`src/design/sfd_pkg.sv`:
```
// constants for the set-features command decoder
// assumes an apb master on a 20 MHz clock reaching the task file
package sfd_pkg;
	// ************************************************************
	// task file register indices (byte address is four times these)
	// ************************************************************
	localparam logic [2:0] SFD_IDX_FEATURE = 3'h1;
	localparam logic [2:0] SFD_IDX_COUNT = 3'h2;
	localparam logic [2:0] SFD_IDX_SECTOR = 3'h3;
	localparam logic [2:0] SFD_IDX_CYL_LOW = 3'h4;
	localparam logic [2:0] SFD_IDX_CYL_HIGH = 3'h5;
	localparam logic [2:0] SFD_IDX_DRIVE_HEAD = 3'h6;
	localparam logic [2:0] SFD_IDX_COMMAND = 3'h7;
	// status, settings and control registers of our own
	localparam logic [3:0] SFD_IDX_STATUS = 4'h8;
	localparam logic [3:0] SFD_IDX_SETTINGS = 4'h9;
	localparam logic [3:0] SFD_IDX_CONTROL = 4'ha;
	// ************************************************************
	// command and subcommand codes
	// ************************************************************
	localparam logic [7:0] SFD_CMD_SET_FEATURES = 8'hef;
	localparam logic [7:0] SFD_SUB_BYTE_ON = 8'h01;
	localparam logic [7:0] SFD_SUB_CACHE_ON = 8'h02;
	localparam logic [7:0] SFD_SUB_XFER_MODE = 8'h03;
	localparam logic [7:0] SFD_SUB_APM_ON = 8'h05;
	localparam logic [7:0] SFD_SUB_EXT_PWR_ON = 8'h09;
	localparam logic [7:0] SFD_SUB_PL1_ON = 8'h0a;
	localparam logic [7:0] SFD_SUB_ECC_VENDOR = 8'h44;
	localparam logic [7:0] SFD_SUB_LOOKAHEAD_OFF = 8'h55;
	localparam logic [7:0] SFD_SUB_KEEP_SETTINGS = 8'h66;
	localparam logic [7:0] SFD_SUB_NOP_A = 8'h69;
	localparam logic [7:0] SFD_SUB_BYTE_OFF = 8'h81;
	localparam logic [7:0] SFD_SUB_CACHE_OFF = 8'h82;
	localparam logic [7:0] SFD_SUB_APM_OFF = 8'h85;
	localparam logic [7:0] SFD_SUB_EXT_PWR_OFF = 8'h89;
	localparam logic [7:0] SFD_SUB_PL1_OFF = 8'h8a;
	localparam logic [7:0] SFD_SUB_NOP_B = 8'h96;
	localparam logic [7:0] SFD_SUB_NOP_C = 8'h97;
	localparam logic [7:0] SFD_SUB_CURRENT = 8'h9a;
	localparam logic [7:0] SFD_SUB_LOOKAHEAD_ON = 8'haa;
	localparam logic [7:0] SFD_SUB_ECC_FOUR = 8'hbb;
	localparam logic [7:0] SFD_SUB_LOAD_DEFAULTS = 8'hcc;
	// transfer type field (upper five bits of the count register)
	localparam logic [4:0] SFD_TYPE_PIO_DEFAULT = 5'h00;
	localparam logic [4:0] SFD_TYPE_PIO_FLOW = 5'h01;
	localparam logic [4:0] SFD_TYPE_MDMA = 5'h04;
	// ************************************************************
	// values after reset and timing
	// ************************************************************
	localparam logic [2:0] SFD_PIO_RESET = 3'h0;
	localparam logic [2:0] SFD_MDMA_RESET = 3'h0;
	localparam logic [7:0] SFD_CURRENT_RESET = 8'h00;
	localparam logic [7:0] SFD_ERR_ABORT = 8'h04;
	localparam int SFD_FLUSH_START_CYCLES = 2;
	// settings bundle kept by the decoder
	typedef struct packed {
		logic byte_wide;
		logic write_cache;
		logic apm;
		logic ext_power;
		logic power_level1;
		logic ecc_vendor;
		logic lookahead;
		logic keep_on_soft_reset;
		logic [2:0] pio_mode;
		logic [2:0] mdma_mode;
		logic [7:0] current_cap;
	} sfd_settings_type;
endpackage

```
`src/design/sfd_cmd_if.sv`:
```
// carrier between the decoder core and the cache flush starter
// assumes both ends run on pclk
`timescale 1ns/1ps
`default_nettype none
interface sfd_cmd_if;
	logic flush_req; // pulse: begin flushing the write cache
	logic flush_started; // pulse: the flush sequence has begun
	logic flush_busy; // level: flush running toward memory
	modport core (output flush_req, input flush_started, input flush_busy);
	modport flusher (input flush_req, output flush_started, output flush_busy);
endinterface
`default_nettype wire

```
`src/design/sfd_decoder.sv`:
```
// set-features command decoder behind an apb task file
// assumes an apb master on pclk; flush_done is a level from another domain
//
// Chosen here: the APB slave port.
`timescale 1ns/1ps
`default_nettype none
module sfd_decoder
	import sfd_pkg::*;
#(
	parameter logic DMA_CAPABLE = 1'b1,
	parameter logic CACHE_PRESENT = 1'b1,
	parameter logic [2:0] PIO_MAX = 3'h6,
	parameter logic [2:0] MDMA_MAX = 3'h4
) (
	input wire logic pclk,
	input wire logic presetn,
	input wire logic psel,
	input wire logic penable,
	input wire logic pwrite,
	input wire logic [11:0] paddr,
	input wire logic [31:0] pwdata,
	output logic [31:0] prdata,
	output logic pready,
	output logic pslverr,
	input wire logic flush_done,
	output logic byte_wide_mode,
	output logic sixteen_bit_io_indicator,
	output logic write_cache_on,
	output logic [2:0] pio_mode,
	output logic [2:0] mdma_mode,
	output logic lookahead_on,
	output logic command_busy,
	output logic command_error
);
	import sfd_pkg::*;

	// ************************************************************
	// declarations
	// ************************************************************
	// flush start handshake with the cache side
	sfd_cmd_if cmd_bus(); // link to the flush starter
	sfd_settings_type settings; // live feature settings
	sfd_settings_type next_settings; // settings after the current subcommand
	logic [7:0] feature_select; // subcommand code
	logic [7:0] transfer_count; // parameter byte
	logic [7:0] sector_number;
	logic [7:0] cylinder_low;
	logic [7:0] cylinder_high;
	logic [7:0] drive_head_select;
	logic [7:0] error_code; // last command's error byte
	logic flush_sync_a; // first synchroniser stage, read only by the second
	logic flush_sync_b; // flush_done in pclk domain
	logic go; // pulse: set-features written
	logic next_abort; // subcommand rejected
	logic next_needs_flush; // subcommand turns the cache off, whether or not it was on
	logic access; // apb access phase
	logic [9:0] word_index; // register index from the byte address
	logic soft_reset_req; // pulse from the control register
	logic unmapped; // address hits no register

	// ready for commands, or waiting on the flush start
	typedef enum logic [1:0] {
		SFD_IDLE,
		SFD_WAIT_FLUSH
	} sfd_state_type;
	sfd_state_type state;

	// access phase of an apb transfer
	assign access = psel && penable;
	// byte address to word index; low bits must be zero
	assign word_index = paddr[11:2];
	// index zero, the gap above control and misaligned words are refused
	assign unmapped = word_index > 10'(SFD_IDX_CONTROL) || word_index == 10'h0
		|| paddr[1:0] != 2'h0;

	// ************************************************************
	// flush starter
	// ************************************************************
	sfd_flush_starter u_flush (
		.pclk(pclk),
		.presetn(presetn),
		.flush_done(flush_sync_b),
		.cmd(cmd_bus.flusher)
	);

	// two-stage synchroniser for the memory side's done level
	always_ff @(posedge pclk or negedge presetn) begin
		if (!presetn) begin
			flush_sync_a <= 1'b0;
			flush_sync_b <= 1'b0;
		end else begin
			// first stage may go metastable; only stage two is read
			flush_sync_a <= flush_done;
			flush_sync_b <= flush_sync_a;
		end
	end

	// ************************************************************
	// apb: single wait cycle, so every answer comes at the second access edge
	// ************************************************************
	always_ff @(posedge pclk or negedge presetn) begin
		if (!presetn) begin
			pready <= 1'b0;
			pslverr <= 1'b0;
		end else begin
			// pready rises one cycle into the access phase, then drops
			pready <= access && !pready;
			// error rides on the same pulse as ready
			pslverr <= access && !pready && unmapped;
		end
	end

	// read data, registered while the answer is being prepared
	always_ff @(posedge pclk or negedge presetn) begin
		if (!presetn) begin
			prdata <= 32'h0;
		end else if (access && !pready && !pwrite) begin
			// only reads load the register, writes leave it alone
			unique case (word_index)
				10'(SFD_IDX_COUNT): prdata <= {24'h0, transfer_count};
				10'(SFD_IDX_SECTOR): prdata <= {24'h0, sector_number};
				10'(SFD_IDX_CYL_LOW): prdata <= {24'h0, cylinder_low};
				10'(SFD_IDX_CYL_HIGH): prdata <= {24'h0, cylinder_high};
				10'(SFD_IDX_DRIVE_HEAD): prdata <= {24'h0, drive_head_select};
				// status: busy, error flag, error code
				// bit 10 shows a flush still running toward memory
				10'(SFD_IDX_STATUS): prdata <= {21'h0, cmd_bus.flush_busy, command_busy,
					command_error, error_code};
				// settings snapshot, msb first, upper bits zero
				10'(SFD_IDX_SETTINGS): prdata <= {10'h0, settings};
				default: prdata <= 32'h0; // write-only and unmapped read zero
			endcase
		end
	end

	// ************************************************************
	// task file registers
	// ************************************************************
	always_ff @(posedge pclk or negedge presetn) begin
		if (!presetn) begin
			// task file clears on power-up reset only
			feature_select <= 8'h0;
			transfer_count <= 8'h0;
			sector_number <= 8'h0;
			cylinder_low <= 8'h0;
			cylinder_high <= 8'h0;
			drive_head_select <= 8'h0;
		end else if (access && pready && pwrite && !command_busy && !unmapped) begin
			// task file is frozen while a command is busy
			unique case (word_index)
				10'(SFD_IDX_FEATURE): feature_select <= pwdata[7:0];
				10'(SFD_IDX_COUNT): transfer_count <= pwdata[7:0];
				10'(SFD_IDX_SECTOR): sector_number <= pwdata[7:0];
				10'(SFD_IDX_CYL_LOW): cylinder_low <= pwdata[7:0];
				10'(SFD_IDX_CYL_HIGH): cylinder_high <= pwdata[7:0];
				10'(SFD_IDX_DRIVE_HEAD): drive_head_select <= pwdata[7:0];
				// command and control are handled by the strobe logic
				default: ;
			endcase
		end
	end

	// command strobe and soft reset request
	always_ff @(posedge pclk or negedge presetn) begin
		if (!presetn) begin
			go <= 1'b0;
			soft_reset_req <= 1'b0;
		end else begin
			// refused accesses never reach the command logic
			go <= access && pready && pwrite && !command_busy && !unmapped
				&& word_index == 10'(SFD_IDX_COMMAND)
				&& pwdata[7:0] == SFD_CMD_SET_FEATURES;
			// soft reset is honoured even while a flush start is pending
			soft_reset_req <= access && pready && pwrite && !unmapped
				&& word_index == 10'(SFD_IDX_CONTROL) && pwdata[0];
		end
	end

	// ************************************************************
	// subcommand decode
	// ************************************************************
	always_comb begin
		// start from the live settings, no abort, no flush
		next_settings = settings;
		next_abort = 1'b0;
		next_needs_flush = 1'b0;
		// one item per supported subcommand, the three no-op codes sharing one
		unique case (feature_select)
			SFD_SUB_BYTE_ON: next_settings.byte_wide = 1'b1;
			SFD_SUB_BYTE_OFF: next_settings.byte_wide = 1'b0;
			// without a cache both cache codes abort
			SFD_SUB_CACHE_ON: begin
				if (CACHE_PRESENT) next_settings.write_cache = 1'b1;
				else next_abort = 1'b1;
			end
			SFD_SUB_CACHE_OFF: begin
				if (CACHE_PRESENT) begin
					next_settings.write_cache = 1'b0;
					next_needs_flush = 1'b1;
				end else begin
					next_abort = 1'b1;
				end
			end
			SFD_SUB_XFER_MODE: begin
				// type in the upper five bits, mode in the low three
				if ((transfer_count[7:3] == SFD_TYPE_PIO_DEFAULT
					|| transfer_count[7:3] == SFD_TYPE_PIO_FLOW)
					&& transfer_count[2:0] <= PIO_MAX) begin
					next_settings.pio_mode = transfer_count[2:0];
				end else if (DMA_CAPABLE && transfer_count[7:3] == SFD_TYPE_MDMA
					&& transfer_count[2:0] <= MDMA_MAX) begin
					next_settings.mdma_mode = transfer_count[2:0];
				end else begin
					next_abort = 1'b1; // bad type or mode keeps the old selection
				end
			end
			// advanced power management
			SFD_SUB_APM_ON: next_settings.apm = 1'b1;
			SFD_SUB_APM_OFF: next_settings.apm = 1'b0;
			// extended power, which may be withdrawn later
			SFD_SUB_EXT_PWR_ON: next_settings.ext_power = 1'b1;
			SFD_SUB_EXT_PWR_OFF: next_settings.ext_power = 1'b0;
			// power level 1 command permission
			SFD_SUB_PL1_ON: next_settings.power_level1 = 1'b1;
			SFD_SUB_PL1_OFF: next_settings.power_level1 = 1'b0;
			// ecc length carried by long commands
			SFD_SUB_ECC_VENDOR: next_settings.ecc_vendor = 1'b1;
			SFD_SUB_ECC_FOUR: next_settings.ecc_vendor = 1'b0;
			// read look-ahead
			SFD_SUB_LOOKAHEAD_OFF: next_settings.lookahead = 1'b0;
			SFD_SUB_LOOKAHEAD_ON: next_settings.lookahead = 1'b1;
			// what a soft reset does to the settings
			SFD_SUB_KEEP_SETTINGS: next_settings.keep_on_soft_reset = 1'b1;
			SFD_SUB_LOAD_DEFAULTS: next_settings.keep_on_soft_reset = 1'b0;
			// kept only so that older hosts see no error
			SFD_SUB_NOP_A, SFD_SUB_NOP_B, SFD_SUB_NOP_C: ;
			// host current source capability byte, stored as written
			SFD_SUB_CURRENT: next_settings.current_cap = transfer_count;
			default: next_abort = 1'b1;
		endcase
		// a rejected subcommand leaves every setting alone
		if (next_abort) next_settings = settings;
	end

	// ************************************************************
	// settings store with power-up defaults
	// ************************************************************
	always_ff @(posedge pclk or negedge presetn) begin
		if (!presetn) begin
			// power-up defaults; cache follows whether one is fitted
			settings <= '{byte_wide: 1'b0, write_cache: CACHE_PRESENT, apm: 1'b0,
				ext_power: 1'b0, power_level1: 1'b1, ecc_vendor: 1'b0,
				lookahead: 1'b1, keep_on_soft_reset: 1'b0, pio_mode: SFD_PIO_RESET,
				mdma_mode: SFD_MDMA_RESET, current_cap: SFD_CURRENT_RESET};
		end else if (go) begin
			settings <= next_settings;
		end else if (soft_reset_req && !settings.keep_on_soft_reset) begin
			// soft reset reloads defaults unless told to keep them
			settings <= '{byte_wide: 1'b0, write_cache: CACHE_PRESENT, apm: 1'b0,
				ext_power: 1'b0, power_level1: 1'b1, ecc_vendor: 1'b0,
				lookahead: 1'b1, keep_on_soft_reset: 1'b0, pio_mode: SFD_PIO_RESET,
				mdma_mode: SFD_MDMA_RESET, current_cap: SFD_CURRENT_RESET};
		end
	end

	// ************************************************************
	// completion sequencing
	// ************************************************************
	always_ff @(posedge pclk or negedge presetn) begin
		if (!presetn) begin
			state <= SFD_IDLE;
			command_busy <= 1'b0;
			command_error <= 1'b0;
			error_code <= 8'h0;
			cmd_bus.flush_req <= 1'b0;
		end else begin
			// flush request is a single-cycle pulse
			cmd_bus.flush_req <= 1'b0;
			unique case (state)
				SFD_IDLE: begin
					if (go) begin
						// error status follows every set-features command
						command_error <= next_abort;
						error_code <= next_abort ? SFD_ERR_ABORT : 8'h0;
						if (next_needs_flush && !next_abort) begin
							// completion held back until the flush has begun
							cmd_bus.flush_req <= 1'b1;
							command_busy <= 1'b1;
							state <= SFD_WAIT_FLUSH;
						end
					end
				end
				SFD_WAIT_FLUSH: begin
					// completion waits for the start only, not the whole flush
					if (cmd_bus.flush_started) begin
						command_busy <= 1'b0;
						state <= SFD_IDLE;
					end
				end
			endcase
		end
	end

	// ************************************************************
	// outputs from flip-flops
	// ************************************************************
	always_ff @(posedge pclk or negedge presetn) begin
		if (!presetn) begin
			// all outputs low while reset is held
			byte_wide_mode <= 1'b0;
			sixteen_bit_io_indicator <= 1'b0;
			write_cache_on <= 1'b0;
			pio_mode <= SFD_PIO_RESET;
			mdma_mode <= SFD_MDMA_RESET;
			lookahead_on <= 1'b0;
		end else begin
			// one cycle behind the settings so every output is a flop
			byte_wide_mode <= settings.byte_wide;
			// indicator stays low for data accesses in byte-wide mode
			sixteen_bit_io_indicator <= !settings.byte_wide;
			write_cache_on <= settings.write_cache;
			// selections are always legal, so one mode of each kind stands
			pio_mode <= settings.pio_mode;
			mdma_mode <= settings.mdma_mode;
			lookahead_on <= settings.lookahead;
		end
	end
endmodule
`default_nettype wire

```
`src/design/sfd_flush_starter.sv`:
```
// write cache flush starter: acknowledges the start of a flush
// assumes flush_done comes from the memory side through a synchroniser upstream
`timescale 1ns/1ps
`default_nettype none
module sfd_flush_starter
	import sfd_pkg::*;
(
	input wire logic pclk,
	input wire logic presetn,
	input wire logic flush_done,
	sfd_cmd_if.flusher cmd
);
	// counts the short delay before the flush is reported as started
	logic [1:0] start_count;
	// ************************************************************
	// start sequence and busy flag
	// ************************************************************
	always_ff @(posedge pclk or negedge presetn) begin
		if (!presetn) begin
			start_count <= 2'h0;
			cmd.flush_started <= 1'b0;
			cmd.flush_busy <= 1'b0;
		end else begin
			cmd.flush_started <= 1'b0;
			// clear first so a start in the same cycle wins
			if (flush_done && cmd.flush_busy) begin
				cmd.flush_busy <= 1'b0;
			end
			if (cmd.flush_req && start_count == 2'h0) begin
				start_count <= 2'(SFD_FLUSH_START_CYCLES);
			end else if (start_count != 2'h0) begin
				start_count <= start_count - 2'h1;
				// report start on the last count, busy from then on
				if (start_count == 2'h1) begin
					cmd.flush_started <= 1'b1;
					cmd.flush_busy <= 1'b1;
				end
			end
		end
	end
endmodule
`default_nettype wire

```
`config.mk`:
```
export PLATFORM = sky130hd
export DESIGN_NAME = sfd_decoder
export DESIGN_NICKNAME = d
export VERILOG_FILES = /design/src/design/sfd_pkg.sv /design/src/design/sfd_cmd_if.sv /design/src/design/sfd_decoder.sv /design/src/design/sfd_flush_starter.sv
export SDC_FILE = /design/constraint.sdc
export NUM_CORES = 1
export LEC_CHECK = 0
export BUFFER_PORTS_ARGS = -buffer_cell sky130_fd_sc_hd__buf_2
export CAP_MARGIN = 5
export CORE_ASPECT_RATIO = 0.75
export CORE_MARGIN = 2
export CORE_UTILIZATION = 25
export DETAILED_ROUTE_END_ITERATION = 7
export PLACE_DENSITY = 0.38
export REMOVE_ABC_BUFFERS = 1
export SETUP_SLACK_MARGIN = 0.5
export SYNTH_ARGS = -nofsm -noshare
export SYNTH_HDL_FRONTEND = slang
export SYNTH_SLANG_ARGS = --single-unit
```
`constraint.sdc`:
```
create_clock -name pclk -period 2.5 [get_ports pclk]
set_input_delay 0 -clock pclk [delete_from_list [all_inputs] [get_ports pclk]]
set_output_delay 0 -clock pclk [all_outputs]
set_load 0.05 [all_outputs]
```
-- Word level (Yosys, flattened, before mapping)
Cells that the tools add are included.
- input bits: 50
- register bits: 135
- logic and storage cells: 194
- output and inout port bits: 46
- order comparisons: 3
- add/sub/neg operators: 1
- reduce and logical (&&, ||, !) cells: 57
- equality and inequality tests: 53
- mux-type cells: 42
- operators by type and width (kind ; count):
    $pmux W22 S7 ; 1
    $eq A8 B8 Y1 const B ; 12
    $mux W22 ; 3
    $eq A10 B3 Y1 const B ; 4
    $eq A8 B7 Y1 const B ; 4
    $eq A10 B4 Y1 const B ; 3
    $reduce_and A3 Y1 ; 10
    $ne A3 B1 Y1 const B ; 8
    $eq A10 B2 Y1 const B ; 2
    $pmux W1 S2 ; 10
    $reduce_or A20 Y1 ; 1
    $logic_and A1 B1 Y1 ; 19
    $eq A8 B2 Y1 const B ; 2
    $eq A8 B4 Y1 const B ; 2
    $mux W1 ; 16
    $reduce_and A2 Y1 ; 7
    $mux W3 ; 4
    $eq A10 B1 Y1 const B ; 1
    $gt A10 B4 Y1 const B ; 1
    $logic_not A10 Y1 ; 1
    $mux W2 ; 5
    $ne A2 B1 Y1 const B ; 5
    $eq A8 B1 Y1 const B ; 1
    $eq A8 B3 Y1 const B ; 1
    16 further kinds ; 33

-- Longest topological paths before layout
- depth in word-level cells: 10
- mapped depth: 7
- gate-level depth less buffers: 5

-- Cells and area by module
A second synthesis with hierarchy kept.
- cell total of the unflattened synthesis: 470
- area total of the unflattened synthesis: 5445.2 µm²
- by module, submodules not included (module ; area an instance (µm²) ; cells an instance ; sequential area each (µm²) ; times used):
    sfd_decoder ; 5253.8 ; 455 ; 2781.4 ; 1
    sfd_flush_starter ; 191.4 ; 15 ; 100.1 ; 1

-- Least setup slack after synthesis
Ideal clock, no wire load.
- kind: register to register
- from: register pready
- to: register feature_select[0]
- arrival time: 1929 ps
- data required time: 2375 ps
- buffers on the path: 0
- stages on the path, launching flop included: 6
- clock period less this slack: 2054 ps
- library setup time: 125 ps
- setup slack: 446 ps
- path through: dfrtp_1 > nand4_1 > nor2_1 > nand4_2 > nor3_4 > mux2_2
- cells in the longest elaborated chain, start to end: 5
- RTL lines (element ; RTL line ; RTL):
    start: declaration ; sfd_decoder.sv:23 ; output logic pready,
    start signal: assignment ; sfd_decoder.sv:107 ; pready <= access && !pready;
    $logic_and A1 B1 Y1 (4 in a row) ; sfd_decoder.sv:148 ; end else if (access && pready && pwrite && !command_busy && !unmapped) begin
    $reduce_and A2 Y1 (no source line) ; - ;
    end signal: assignment ; sfd_decoder.sv:151 ; 10'(SFD_IDX_FEATURE): feature_select <= pwdata[7:0];
    end: declaration ; sfd_decoder.sv:44 ; logic [7:0] feature_select;
Every way passes these cells.
A chain may end at the register's enable or synchronous reset.

-- Worst setup path after layout
- from: register feature_select[5]
- to: register settings[9] (netlist name)
- cells in the longest elaborated chain, start to end: 5
- elaborated cells between the ends (all ways): 26
- those cells by class: 23 x eq/ne; 1 x mux; 2 x reduce/logical
- RTL lines (element ; RTL line ; RTL):
    $eq A8 B8 Y1 (tied with other cells) ; sfd_decoder.sv:188 ; unique case (feature_select)
    $reduce_or A20 Y1 (no source line) ; - ;
    $pmux W1 S2 ; sfd_decoder.sv:188 ;
    $ne A2 B2 Y1 (no source line) ; - ;
    $reduce_and A5 Y1 (no source line) * ; - ;
    end signal: assignment ; sfd_decoder.sv:251 ; settings <= '{byte_wide: 1'b0, write_cache: CACHE_PRESENT, apm: 1'b0,
    end signal: assignment ; sfd_decoder.sv:256 ; settings <= next_settings;
    end signal: assignment ; sfd_decoder.sv:259 ; settings <= '{byte_wide: 1'b0, write_cache: CACHE_PRESENT, apm: 1'b0,
    end: declaration ; sfd_decoder.sv:42 ; sfd_settings_type settings;
Mark *: on every way between the ends. The rest lies on a longest branch, timed or not.

==> key figures <==
Run status
  • Status: complete, no violations

Yosys
  • Synthesized cell area: between 5000 and 6000 um^2
  • Sequential area share after synthesis: 0.523
  • Top_reg_cell synth: dfrtp_1
  • Syn. warnings: 0
  • Yosys top cell by area: dfrtp_1
  • Share of flip-flops with an asynchronous set or reset: 1.00
  • Area share of the leading cell type in the synthesized netlist: 0.508
  • Post-synth cell types: 65
  • Seq cells post-synth: 115
  • Syn Inst Count: 501
  • Dominant cells by area after synthesis: dfrtp_1 (51%), mux2_2 (9.6%), nand2_1 (3.5%)
  • Syn_area_per_cell: between 10 and 15 um^2
  • Number of flops mapped to enable cells by yosys: 0

Floorplanning
  • Die Area: 23,300 um^2
  • Die height: around 130 um
  • Initial Util: 0.252
  • Ports: 96
  • Die X: 175 um
  • Core Footprint: ~22,000 um^2
  • Row count: 47

Worst setup path
  • Critical Path Sink: settings[9]
  • Reg-to-Reg End: settings[9]
  • R2r setup slk: 580 ps
  • FF-to-FF Start: feature_select[5]
  • Startpoint types: flip-flop
  • Reg2Reg Depth: 5
  • CP endpoint kind: flip-flop
  • Worst setup startpoint: feature_select[5]
  • Worst-path maximum fanout: 17
  • Arrival @ worst endpoint: 2220 ps
  • CP required: ~2800 ps
  • Setup Crit Path Kind: reg -> reg

Timing
  • Clk_skew: just under 7 ps
  • Measured slew at the worst slew-check pin: ~620 ps
  • Final Critical Period: around 1900 ps
  • RSZ-0062 raised after global routing: yes
  • Setup TNS Final: 0 ps
  • Number of setup violations in the final report: 0
  • Final Slew Violations: 0
  • Slew headroom: 0.584
  • Final Hold Viols: 0
  • Setup ws final: approximately 580 ps
  • Fmax: about 520 MHz
  • Fin crit share: 0.769

Power and ir drop
  • Worst VDD drop: 467 uV
  • Pleak: about 0.0034 uW
  • Power, Total: 4800 uW
  • PwrDens: approximately 700 nW/um^2

Global routing
  • Met3 track demand over resource: 0.0313
  • Gr ovfl total: 0
  • Met2 usage: 0.210
  • Vias in the first global route: 4,354
  • Largest net degree at the start of global routing: 44
  • First-pass GRT wire length: 25,200 um
  • Total GRT Usage: 0.143
  • GRT busiest layer: met2
  • Grt met1 use: 0.209
  • Initial antenna violation count: 0

Routing
  • Routed vias/inst: approximately 4.7
  • Routed Antenna Nets: 0
  • DRC: 0
  • Via count: a little over 4,000
  • DRT Pass-1 Iters: 5
  • WL final: around 16,000 um
  • 1st-iter DRT viols: 221
  • Routed length per instance: 17.7 um

CTS
  • Clk sinks: approximately 120
  • H-tree levels: 4
  • Clock Tree Root: clkbuf_16
  • TritonCTS buffer count: 17
  • CTS Buffer Depth: 2
  • Later-pin clock latency in the skew report: ~420 ps
  • Reg clk slew, reported paths: 50 ps
  • CTS tree: done

Final layout
  • Synth-to-Final Area Change: 27.2%
  • Ant. Diodes: 0
  • Design area: approximately 7000 um^2
  • Nets: ~640
  • Fin cells: around 900
  • Layout cells sized above 1: 0.311

Placement
  • Placed cells: around 850
  • DP HPWL: about 11,000 um
  • Gpl congestion: approximately 0.78
  • Dpl ws: 217 ps
  • Placed Area: roughly 6200 um^2
  • Number of port buffers: roughly 60

Min path
  • Hold Crit Class: in -> reg

Job
  • Max-cap viol count: 0
## Yosys cell counts (2+ instances only)
cell and number:
a22o_1 6, nor4_2 2, nor2_1 11, o31ai_1 3
nand2_1 52, or4_1 3, nor4_1 4, a21o_1 2
a31oi_1 5, or2_2 2, nor4bb_1 2, a21oi_1 12
nand4b_1 2, and2_1 5, and3b_1 3, nand3_1 23
nor2b_1 8, a211oi_1 3, dfstp_2 3, o22ai_1 2
or3_1 3, a222oi_1 2, buf_4 10, nor3b_1 6
mux2_1 4, or3b_2 2, o21ai_0 22, o2bb2ai_1 7
a22oi_1 10, inv_1 16, mux2_2 47, nor3_4 3
nand2b_1 9, clkbuf_1 21, ha_1 2, and4_1 2
and3_1 8, nor3_1 10, nand4_1 6, buf_1 3
mux2i_1 16, dfrtp_1 112, buf_2 5
## state kept, by name (all words and copies together) (netlist names), 2 cells and up
name	flops
prdata	22
settings	22
cylinder_high	8
cylinder_low	8
drive_head_select	8
feature_select	8
sector_number	8
transfer_count	8
mdma_mode	3
pio_mode	3
u_flush.start_count	2
## cell families (layout without fill, tap and decap cells)
logic type | Yosys count | after routing | synth area share
multiplexers | 67 | 67 | 0.133
AND/OR/NAND/NOR | 175 | 175 | 0.187
XOR/XNOR | 2 | 2 | 0.00318
flip-flops | 115 | 115 | 0.523
other | 1 | 10 | 0.000680
buffers and inverters | 55 | 143 | 0.0454
adder cells (fa/ha/maj) | 3 | 3 | 0.00635
AO/OA/AOI/OAI | 83 | 83 | 0.101
## worst min path at each step
stage	start	end	slack, ps	cells after the start
floorplan	presetn	byte_wide_mode	-300	0
global placement	presetn	sector_number[3]	60	1
detailed placement	presetn	prdata[3]	80	1
CTS	pwdata[0]	soft_reset_req	2	2
global route	pwdata[0]	soft_reset_req	4	2
finish	pwdata[0]	soft_reset_req	7	2
## per-stage QoR
step	hold WS (ps)	utilization
floorplan	-296	-
global placement	61.6	0.284
detailed placement	75.9	0.284
CTS	1.79	0.319
global route	4.29	0.321
finish	6.96	0.321
## cells in the final DEF, fill, tap and decap left out, types with 6 or more instances in the layout
| cell | n |
|---|---|
| and3_1 | 8 |
| a22o_1 | 6 |
| mux2_2 | 47 |
| nand3_1 | 23 |
| nand2b_1 | 9 |
| nand4_1 | 6 |
| nor2_1 | 11 |
| mux2i_1 | 16 |
| o21ai_0 | 21 |
| nor3_1 | 10 |
| conb_1 | 10 |
| a21oi_1 | 12 |
| nor3b_1 | 6 |
| dfrtp_1 | 109 |
| buf_4 | 22 |
| buf_2 | 60 |
| a22oi_1 | 10 |
| o2bb2ai_1 | 7 |
| nor2b_1 | 6 |
| clkbuf_16 | 17 |
| dlygate4sd3_1 | 11 |
| inv_1 | 16 |
| nand2_1 | 52 |
## worst max-delay path: stages, from the launching register on
cell and delay (ps):
dfrtp_2 520, nor4_2 340, and4_1 300, nand2_1 70, o21ai_1 230, mux2_2 360
## layer usage
layer | wire length, um | part of all wire | up-vias
li1 | - | - | 1974
met1 | 7830 | 0.50 | 2081
met2 | 6840 | 0.43 | 87
met3 | 877 | 0.056 | 14
met4 | 202 | 0.013 | 0
met5 | 0 | 0 | -
## layout make-up
class	count	area, um^2
multi-input combinational	340	2430
clock inverter	9	175
timing repair buffer	95	616
tap	294	368
inverter	16	60.1
clock buffer	23	478
sequential	115	2890
fill	2274	14900
## power by group
part / internal [uW] / total, uW / switching [uW] / leakage (uW)
Sequential: 1870 / 1870 / 1.39 / 0.00158
Clock: 1850 / 2720 / 879 / 0.000313
Combinational: 51.7 / 206 / 154 / 0.00146
## timing repair
action                     4_1_cts  5_1_grt
resized for setup                3        5
setup endpoints to repair       12       21
pin swaps                        0        1
buffers inserted                 0        1
hold endpoints to repair        76        0
hold buffers                    11        0
Note: power is estimated with default switching activity, not from simulation.
